**src/verilog/txd_pkg.sv**
```systemverilog
// Purpose: constants for the extended transmit data descriptor decoder
// Assumes: 128-bit descriptor, little-endian field packing
// Notes:   register offsets are byte addresses on classic Wishbone
// How it works
// descriptor address field names the host buffer to fetch from.
// length field gives the exact byte count fetched from that buffer.
// host keeps non-segmented packet sum 80 bytes below FIFO allocation.
// type code 0001b marks the extended data descriptor format.
// host writes zero into the reserved descriptor field.
// packet options are taken only from the first descriptor of a packet.
// VLAN tag is taken only from the end-of-packet descriptor.
// command byte bits: delay 7, vlan 6, ext 5, sent 4, report 3, seg 2, fcs 1, end 0.
// format selected only when extension bit and type 0001b are both set.
// status word with done bit 0 written back only when report status set.
// report status with delay reloads timer; without delay, interrupt now and clear.
// VLAN enable inserts Ethertype and tag and forces FCS append.
// descriptors up to and including end of packet form one packet.
package txd_pkg;
	// ---------------------------------------------
	// descriptor field positions
	// ---------------------------------------------
	localparam int ADDR_LSB = 0;
	localparam int LEN_LSB = 64;
	localparam int LEN_W = 20;
	localparam int TYPE_LSB = 84;
	localparam int CMD_LSB = 88;
	localparam int OPTS_LSB = 104;
	localparam int SPECIAL_LSB = 112;
	localparam logic [3:0] TYPE_DATA = 4'h1;
	localparam int CMD_DELAY = 7;
	localparam int CMD_VLAN = 6;
	localparam int CMD_EXT = 5;
	localparam int CMD_SENT = 4;
	localparam int CMD_REPORT = 3;
	localparam int CMD_SEG = 2;
	localparam int CMD_FCS = 1;
	localparam int CMD_END = 0;
	localparam logic [3:0] STATUS_DONE = 4'h1;
	localparam logic [23:0] FIFO_MARGIN = 24'h00_0050;
	// ---------------------------------------------
	// registers
	// ---------------------------------------------
	localparam logic [7:0] REG_CTRL = 8'h00;
	localparam logic [7:0] REG_STATUS = 8'h04;
	localparam logic [7:0] REG_MASK = 8'h08;
	localparam logic [7:0] REG_DELAY = 8'h0C;
	localparam logic [7:0] REG_FIFO = 8'h10;
	localparam logic [7:0] REG_ETYPE = 8'h14;
	localparam logic [7:0] REG_PKT = 8'h18;
	localparam int INT_DONE = 0;
	localparam int INT_BAD = 1;
	localparam int INT_LEN = 2;
	localparam int INT_PKT = 3;
	localparam logic [19:0] FIFO_RST = 20'h0_4000;
	localparam logic [15:0] ETYPE_RST = 16'h8100;
	localparam logic [15:0] DELAY_RST = 16'h0000;
	typedef enum logic [1:0] {
		ST_IDLE = 2'b00,
		ST_FETCH = 2'b01,
		ST_WBACK = 2'b10
	} phase_t;
endpackage

```
**src/verilog/desc_fields_if.sv**
```systemverilog
// Purpose: decoded descriptor fields between unpacker and decoder
// Assumes: single clock, purely combinational contents
// Notes:   is_data qualifies every other field
`timescale 1ns/1ps
interface desc_fields_if;
	logic [63:0] addr;
	logic [19:0] len;
	logic [3:0]  dtype;
	logic [7:0]  cmd;
	logic [7:0]  opts;
	logic [15:0] special;
	logic        is_data;
	modport unpack (output addr, len, dtype, cmd, opts, special, is_data);
	modport user (input addr, len, dtype, cmd, opts, special, is_data);
endinterface

```
**src/verilog/desc_unpack.sv**
```systemverilog
// Purpose: slice a 128-bit descriptor into its fields
// Assumes: descriptor word already in core clock domain
// Notes:   reserved nibble is not checked; host keeps it zero
`timescale 1ns/1ps
module desc_unpack (
	// descriptor
	input  wire logic [127:0] desc_i,
	// fields
	desc_fields_if.unpack     f
);
	assign f.addr    = desc_i[txd_pkg::ADDR_LSB +: 64];
	assign f.len     = desc_i[txd_pkg::LEN_LSB +: txd_pkg::LEN_W];
	assign f.dtype   = desc_i[txd_pkg::TYPE_LSB +: 4];
	assign f.cmd     = desc_i[txd_pkg::CMD_LSB +: 8];
	assign f.opts    = desc_i[txd_pkg::OPTS_LSB +: 8];
	assign f.special = desc_i[txd_pkg::SPECIAL_LSB +: 16];
	// extension bit is descriptor bit 93
	assign f.is_data = f.cmd[txd_pkg::CMD_EXT] && (f.dtype == txd_pkg::TYPE_DATA);
endmodule

```
**src/verilog/delay_timer.sv**
```systemverilog
// Purpose: transmit interrupt delay countdown
// Assumes: reload in core clock cycles
// Notes:   reload of zero fires on the next cycle
`timescale 1ns/1ps
module delay_timer #(
	parameter int CNT_W = 16
) (
	// clock and reset
	input  wire logic             clk_i,
	input  wire logic             rst_i,
	// control
	input  wire logic             load_i,
	input  wire logic             clear_i,
	input  wire logic [CNT_W-1:0] reload_i,
	// event
	output logic                  expire_o
);
	typedef struct packed {
		logic [CNT_W-1:0] cnt;
		logic             run;
		logic             fire;
	} tmr_t;
	tmr_t q, d;

	always_comb begin
		d = q;
		d.fire = 1'b0;
		if (clear_i) begin
			d.cnt = '0;
			d.run = 1'b0;
		end else if (load_i) begin
			// reload even while counting
			d.cnt = reload_i;
			d.run = (reload_i != '0);
			d.fire = (reload_i == '0);
		end else if (q.run) begin
			d.cnt = q.cnt - 1'b1;
			if (q.cnt == {{(CNT_W-1){1'b0}}, 1'b1}) begin
				d.run = 1'b0;
				d.fire = 1'b1;
			end
		end
	end

	always_ff @(posedge clk_i) begin
		if (rst_i) begin
			q <= '0;
		end else begin
			q <= d;
		end
	end

	assign expire_o = q.fire;
endmodule

```
**src/verilog/tx_desc_decode.sv**
```systemverilog
// Purpose: decode extended transmit data descriptors into fetch and status work
// Assumes: fetch, writeback and packet consumers on the core clock
// Notes:   non-data descriptors are consumed and flagged, never fetched
`timescale 1ns/1ps
module tx_desc_decode (
	// clock and reset
	input  wire logic         clk_i,
	input  wire logic         rst_i,
	// wishbone slave
	input  wire logic         wb_cyc_i,
	input  wire logic         wb_stb_i,
	input  wire logic         wb_we_i,
	input  wire logic [7:0]   wb_adr_i,
	input  wire logic [3:0]   wb_sel_i,
	input  wire logic [31:0]  wb_dat_i,
	output logic [31:0]       wb_dat_o,
	output logic              wb_ack_o,
	// descriptor stream
	input  wire logic         desc_valid_i,
	input  wire logic [127:0] desc_data_i,
	output logic              desc_ready_o,
	// buffer fetch request
	output logic              fetch_valid_o,
	output logic [63:0]       fetch_addr_o,
	output logic [19:0]       fetch_len_o,
	input  wire logic         fetch_ready_i,
	// status writeback
	output logic              wback_valid_o,
	output logic [3:0]        wback_status_o,
	input  wire logic         wback_ready_i,
	// packet control
	output logic              pkt_start_o,
	output logic [7:0]        opts_o,
	output logic              pkt_end_o,
	output logic              vlan_insert_o,
	output logic [15:0]       vlan_tag_o,
	output logic [15:0]       vlan_etype_o,
	output logic              append_fcs_o,
	output logic              seg_o,
	// interrupt
	output logic              irq_o
);
	// ---------------------------------------------
	// state
	// ---------------------------------------------
	typedef struct packed {
		txd_pkg::phase_t phase;
		logic            in_pkt;
		logic [7:0]      cmd;
		logic [63:0]     addr;
		logic [19:0]     len;
		logic [23:0]     pkt_len;
		logic [7:0]      opts;
		logic            pkt_start;
		logic            pkt_end;
		logic            vlan_ins;
		logic [15:0]     vlan_tag;
		logic            fcs;
		logic            seg;
		logic            enable;
		logic            vlan_mode;
		logic [3:0]      stat;
		logic [3:0]      mask;
		logic [15:0]     delay;
		logic [19:0]     fifo_alloc;
		logic [15:0]     etype;
		logic            ack;
		logic [31:0]     rdata;
	} state_t;
	state_t q, d;

	desc_fields_if f ();
	logic timer_fire;
	logic timer_load;
	logic timer_clear;
	logic desc_take;
	logic fetch_take;
	logic wback_take;
	logic bus_req;
	logic bus_wr;
	logic [3:0] ev;
	logic [3:0] w1c;
	logic [23:0] sum;

	desc_unpack u_unpack (
		.desc_i (desc_data_i),
		.f      (f)
	);

	delay_timer #(.CNT_W(16)) u_timer (
		.clk_i    (clk_i),
		.rst_i    (rst_i),
		.load_i   (timer_load),
		.clear_i  (timer_clear),
		.reload_i (q.delay),
		.expire_o (timer_fire)
	);

	function automatic logic [31:0] merge(input logic [31:0] old, input logic [31:0] nw,
		input logic [3:0] sel);
		logic [31:0] r;
		r = old;
		for (int i = 0; i < 4; i++) begin
			if (sel[i]) begin
				r[i*8 +: 8] = nw[i*8 +: 8];
			end
		end
		return r;
	endfunction

	// ---------------------------------------------
	// handshakes
	// ---------------------------------------------
	assign desc_ready_o = (q.phase == txd_pkg::ST_IDLE) && q.enable;
	assign desc_take = desc_valid_i && desc_ready_o;
	assign fetch_take = fetch_valid_o && fetch_ready_i;
	assign wback_take = wback_valid_o && wback_ready_i;
	// status only for report-status descriptors
	assign wback_status_o = txd_pkg::STATUS_DONE;
	// delay enabled reloads, otherwise immediate and cleared
	assign timer_load = wback_take && q.cmd[txd_pkg::CMD_DELAY];
	assign timer_clear = wback_take && !q.cmd[txd_pkg::CMD_DELAY];
	// write takes effect on the edge that sees ack
	assign bus_req = wb_cyc_i && wb_stb_i;
	assign bus_wr = bus_req && wb_we_i && q.ack;
	// running packet sum including this descriptor
	assign sum = (q.in_pkt ? q.pkt_len : 24'h00_0000) + {4'h0, f.len};

	always_comb begin
		ev = 4'h0;
		ev[txd_pkg::INT_DONE] = timer_fire || timer_clear;
		ev[txd_pkg::INT_BAD] = desc_take && !f.is_data;
		// host limit check; flagged, not enforced
		ev[txd_pkg::INT_LEN] = desc_take && f.is_data && !f.cmd[txd_pkg::CMD_SEG] &&
			(sum + txd_pkg::FIFO_MARGIN > {4'h0, q.fifo_alloc});
		ev[txd_pkg::INT_PKT] = desc_take && f.is_data && f.cmd[txd_pkg::CMD_END];
		w1c = 4'h0;
		if (bus_wr && wb_adr_i == txd_pkg::REG_STATUS && wb_sel_i[0]) begin
			w1c = wb_dat_i[3:0];
		end
	end

	// ---------------------------------------------
	// next state
	// ---------------------------------------------
	always_comb begin
		d = q;
		d.pkt_start = 1'b0;
		d.pkt_end = 1'b0;
		// set wins over clear
		d.stat = (q.stat & ~w1c) | ev;
		unique case (q.phase)
			txd_pkg::ST_IDLE: begin
				if (desc_take && f.is_data) begin
					d.addr = f.addr;
					d.len = f.len;
					d.cmd = f.cmd;
					d.pkt_len = sum;
					if (!q.in_pkt) begin
						d.opts = f.opts;
						d.seg = f.cmd[txd_pkg::CMD_SEG];
						d.pkt_start = 1'b1;
					end
					d.in_pkt = !f.cmd[txd_pkg::CMD_END];
					if (f.cmd[txd_pkg::CMD_END]) begin
						d.pkt_end = 1'b1;
						d.vlan_tag = f.special;
						d.vlan_ins = f.cmd[txd_pkg::CMD_VLAN] && q.vlan_mode;
						d.fcs = f.cmd[txd_pkg::CMD_FCS] || d.vlan_ins;
					end
					d.phase = txd_pkg::ST_FETCH;
				end
			end
			txd_pkg::ST_FETCH: begin
				if (fetch_take) begin
					d.phase = q.cmd[txd_pkg::CMD_REPORT] ? txd_pkg::ST_WBACK
						: txd_pkg::ST_IDLE;
				end
			end
			txd_pkg::ST_WBACK: begin
				if (wback_take) begin
					d.phase = txd_pkg::ST_IDLE;
				end
			end
			default: begin
				d.phase = txd_pkg::ST_IDLE;
			end
		endcase
		// bus: ack one cycle after request, dropped the cycle after
		d.ack = bus_req && !q.ack;
		d.rdata = 32'h0000_0000;
		if (bus_req && !q.ack && !wb_we_i) begin
			unique case (wb_adr_i)
				txd_pkg::REG_CTRL: d.rdata = {30'h0000_0000, q.vlan_mode, q.enable};
				txd_pkg::REG_STATUS: d.rdata = {28'h000_0000, q.stat};
				txd_pkg::REG_MASK: d.rdata = {28'h000_0000, q.mask};
				txd_pkg::REG_DELAY: d.rdata = {16'h0000, q.delay};
				txd_pkg::REG_FIFO: d.rdata = {12'h000, q.fifo_alloc};
				txd_pkg::REG_ETYPE: d.rdata = {16'h0000, q.etype};
				txd_pkg::REG_PKT: d.rdata = {q.in_pkt, q.phase, 5'h00, q.pkt_len};
				default: d.rdata = 32'h0000_0000;
			endcase
		end
		if (bus_wr) begin
			unique case (wb_adr_i)
				txd_pkg::REG_CTRL: begin
					d.enable = wb_sel_i[0] ? wb_dat_i[0] : q.enable;
					d.vlan_mode = wb_sel_i[0] ? wb_dat_i[1] : q.vlan_mode;
				end
				txd_pkg::REG_MASK: d.mask = wb_sel_i[0] ? wb_dat_i[3:0] : q.mask;
				txd_pkg::REG_DELAY: d.delay = 16'(merge({16'h0000, q.delay}, wb_dat_i, wb_sel_i));
				txd_pkg::REG_FIFO: d.fifo_alloc = 20'(merge({12'h000, q.fifo_alloc}, wb_dat_i,
					wb_sel_i));
				txd_pkg::REG_ETYPE: d.etype = 16'(merge({16'h0000, q.etype}, wb_dat_i, wb_sel_i));
				default: d.enable = q.enable;
			endcase
		end
	end

	always_ff @(posedge clk_i) begin
		if (rst_i) begin
			q <= '0;
			q.fifo_alloc <= txd_pkg::FIFO_RST;
			q.etype <= txd_pkg::ETYPE_RST;
			q.delay <= txd_pkg::DELAY_RST;
		end else begin
			q <= d;
		end
	end

	// ---------------------------------------------
	// outputs
	// ---------------------------------------------
	assign wb_ack_o = q.ack;
	assign wb_dat_o = q.rdata;
	assign fetch_valid_o = (q.phase == txd_pkg::ST_FETCH);
	assign fetch_addr_o = q.addr;
	assign fetch_len_o = q.len;
	assign wback_valid_o = (q.phase == txd_pkg::ST_WBACK);
	assign pkt_start_o = q.pkt_start;
	assign opts_o = q.opts;
	assign pkt_end_o = q.pkt_end;
	assign vlan_insert_o = q.vlan_ins;
	assign vlan_tag_o = q.vlan_tag;
	assign vlan_etype_o = q.etype;
	assign append_fcs_o = q.fcs;
	assign seg_o = q.seg;
	assign irq_o = |(q.stat & q.mask);
endmodule

```
**config.mk**
```make
export PLATFORM = sky130hd
export DESIGN_NAME = tx_desc_decode
export DESIGN_NICKNAME = d
export VERILOG_FILES = /design/src/verilog/txd_pkg.sv /design/src/verilog/desc_fields_if.sv /design/src/verilog/desc_unpack.sv /design/src/verilog/delay_timer.sv /design/src/verilog/tx_desc_decode.sv
export SDC_FILE = /design/constraint.sdc
export NUM_CORES = 1
export LEC_CHECK = 0
export ABC_AREA = 1
export BUFFER_PORTS_ARGS = -buffer_cell sky130_fd_sc_hd__buf_2
export CAP_MARGIN = 20
export CELL_PAD_IN_SITES_DETAIL_PLACEMENT = 0
export CELL_PAD_IN_SITES_GLOBAL_PLACEMENT = 1
export CORE_MARGIN = 10
export CORE_UTILIZATION = 27
export DETAILED_ROUTE_END_ITERATION = 8
export GPL_TIMING_DRIVEN = 0
export PLACE_DENSITY = 0.64
export SYNTH_ARGS = -nofsm -noshare
export SYNTH_HDL_FRONTEND = slang
export SYNTH_SLANG_ARGS = --single-unit
```
**constraint.sdc**
```tcl
create_clock -name clk_i -period 7.6 [get_ports clk_i]
set_clock_uncertainty 0.05 [all_clocks]
set_input_delay 1.14 -clock clk_i [delete_from_list [all_inputs] [get_ports clk_i]]
set_output_delay 1.14 -clock clk_i [all_outputs]
set_load 0.01 [all_outputs]
```
==> flow_summary.toml <==
[run_status]
status = "complete, no violations"

[finish]
layout.cells.non_filler = 3066
n_fill_cell = 5565
multiInputGateArea_um2 = 6390
stdcell_area_um2 = 17300
final_common_cell = "nand2_1"
final_cell_mix = "nand2_1 (346), buf_2 (325), nor2_1 (320)"
layout-drive-gt1-share_pct = 25.5
regArea_um2 = 5000
fin_nets = 2591
area_delta_synth_final_pct = 25.5

[critical_path]
worstSetupPathType = "register to register"
startpoint_type = "register"
crit_top_cell = "nand2_1"
r2r_cells = 31
cp_slowest_stage_delay_ns = 0.44
critPathRequiredTime_ns = 7.98
r2r_end = "q[91]"
crit_end = "q[91]"
critPathSlowestCell = "clkbuf_1"
r2r_setup_slack_ns = 2.45
crit-reg2reg-launch = "q[240]"
crit_fanout = 10
startpoint = "q[240]"
cp-end-kind = "register"
cp.arrival_ns = 5.53

[placed_design]
placed_cell_area_um2 = 16300
place.gp.congestion = 0.864
dp_cells = 3006
dp_hpwl_mm = 43.0
io_buffers = 318

[power]
p_seq_share_pct = 43.3
powerDensity_nw_per_um2 = 175
p_leak_nw = 8.51
vdd_drop_max_mv = 0.150
p_sw_share_pct = 24.6
finalPower_mw = 3.03
p_int_mw = 2.29
power_frac_comb_pct = 6.3
netSwitchingPower_mw = 0.745
p_clk_share_pct = 50.5

[synth]
synth_edf_count = 0
syn_inst = 2009
syn_area_um2 = 13800
ys_seq_area_share_pct = 36.3
yosys_warnings = 0
synth_cell_types = 44
avgSynthCellArea_um2 = 6.86
synth_top_cells_by_area = "dfxtp_1 (36%), nand2_1 (9.4%), buf_4 (8.7%)"
ys_ff_latch = 250
yosys_most_used_dff = "dfxtp_1"
synth_top_area_share_pct = 36.3
synth_area_leader_cell = "dfxtp_1"
async_flop_share_pct = 0

[clock_tree]
cts_sinks = 250
cts_tree = "yes"
cts_setup_buffers = 0
clock_latency_ns = 0.59
clkTransAtPathRegs_ns = 0.06
cts_buffers = 31
cts_resized = 0
hold_buffers = 0
cts_root_buf = "clkbuf_16"
clock_path_buffers = 3
h-tree-depth = 1

[routing]
detail_route.wl_per_cell_um = 17.2
ant_nets = 0
vias_per_cell = 4.49
wl_mm = 52.9
dr_total_vias = 13800
drtPass1Iterations = 7
drt_iter0_markers = 967
drc = 0

[sta]
fmax_mhz = 194
drv_slew = 0
finalSetupTns_ns = 0
finalSetupViolations = 0
rsz0062_at_grt = "false"
hold_viol = 0
layout_min_cycle_time_ns = 5.15
tightest_slew_ns = 1.07
finalCritPeriodShare_pct = 67.7
relSlewSlack_pct = 28.4
timing.hold.ws_ns = 0.421

[global_routing]
antenna_found_initial = 4
grt_max_degree = 16
grt_pass1_wl_mm = 78.6
grt_pass1_vias = 13400
grt.overflow.total = 0
track_usage_pct = 16.7

[flow_run]
max-cap-violations = 0

[worst_hold_path]
hold_path.class = "register to register"

[die]
die_h_um = 246
core_area_um2 = 50400
core.rowCount = 82
io_pins = 350
dieArea_um2 = 60500
die_x_um = 246
start_util_pct = 27.4
## how the worst min path moves through the flow
stage | cells after the start | slack, ns | from | end
after floorplan | 2 | 0.38 | q[145] | wb_dat_o[21]
after global placement | 2 | 0.41 | vlan_tag_o[1] | vlan_tag_o[1]
after detailed placement | 2 | 0.41 | vlan_tag_o[1] | vlan_tag_o[1]
after CTS | 2 | 0.42 | vlan_tag_o[1] | vlan_tag_o[1]
after global routing | 2 | 0.45 | vlan_tag_o[3] | vlan_tag_o[3]
final | 2 | 0.42 | vlan_tag_o[1] | vlan_tag_o[1]
## area by class of cell
cell class	count	area share, %
Multi-Input combinational cell	1283	37.0
Sequential cell	250	28.9
Timing Repair Buffer	318	9.20
Buffer	228	8.47
Inverter	255	5.53
Tap cell	672	4.86
Clock buffer	39	4.77
Clock inverter	17	1.22
Antenna cell	4	0.0579
## per-layer routing
layer	share of wire [%]	global-route usage, %	wire length (um)	vias up
met3	6.4	3.35	3370	53
met5	0.076	0	40	-
li1	-	-	-	6978
met4	2.1	4.14	1130	4
met1	45	21.1	23500	6351
met2	47	28.4	24800	368
## cell usage after synthesis, types with 13 or more instances
library cell,n
clkbuf_1,58
o21ai_0,172
nand2_2,24
o22ai_1,13
nor2_1,320
xor2_1,17
nand2_1,346
nand4_1,16
a21oi_1,97
nand3_1,93
ha_1,43
nor3_1,22
dfxtp_1,250
buf_4,160
a211oi_1,16
nor2_2,14
inv_1,242
## metrics by stage
stage | setup slack [ns] | util, %
2_1_floorplan | 3.33 | -
3_3_place_gp | 2.33 | 32.3
3_5_place_dp | 2.32 | 32.3
4_1_cts | 2.46 | 34.3
5_1_grt | 1.96 | 34.3
6_report | 2.45 | 34.3
## kinds of logic after synthesis
group	Yosys count	share of synthesized area (%)
xor gates and xnor gates	21	1.33
adders and majority gates	44	4.05
other	2	0.0545
buffers and inverters	483	17.6
DFF	250	36.3
AOI/OAI and AO/OA	341	13.7
and+or+nand+nor	868	27.0
## critical path, delay by kind of cell, from the launching register on
kind | cells | cell delay, ns
adder cells (fa/ha/maj) | 4 | 1.08
AO/OA/AOI/OAI | 2 | 0.32
flip-flops | 1 | 0.30
AND/OR/NAND/NOR | 17 | 2.00
XOR/XNOR | 1 | 0.17
buffers and inverters | 7 | 1.04
## power by group through the flow
| stage | clock (mW) | combinational [mW] | sequential (mW) |
|---|---|---|---|
| 3_5_place_dp | 0 | 0.191 | 1.34 |
| 3_3_place_gp | 0 | 0.189 | 1.34 |
| 5_1_grt | 1.62 | 0.213 | 1.31 |
| 2_1_floorplan | 0 | 0.0986 | 1.34 |
| 4_1_cts | 1.58 | 0.192 | 1.31 |
| 6_report | 1.53 | 0.190 | 1.31 |
## state kept, by name, summed over array words and instances (netlist names)
| signal | cells |
|---|---|
| u_timer.q | 17 |
| seg_o | 1 |
| pkt_end_o | 1 |
| vlan_insert_o | 1 |
| fetch_addr_o | 64 |
| vlan_etype_o | 16 |
| vlan_tag_o | 16 |
| fetch_len_o | 20 |
| q | 75 |
| u_timer.expire_o | 1 |
| pkt_start_o | 1 |
| wb_ack_o | 1 |
| opts_o | 8 |
| wb_dat_o | 27 |
| append_fcs_o | 1 |
(Power assumes the default switching activity.)
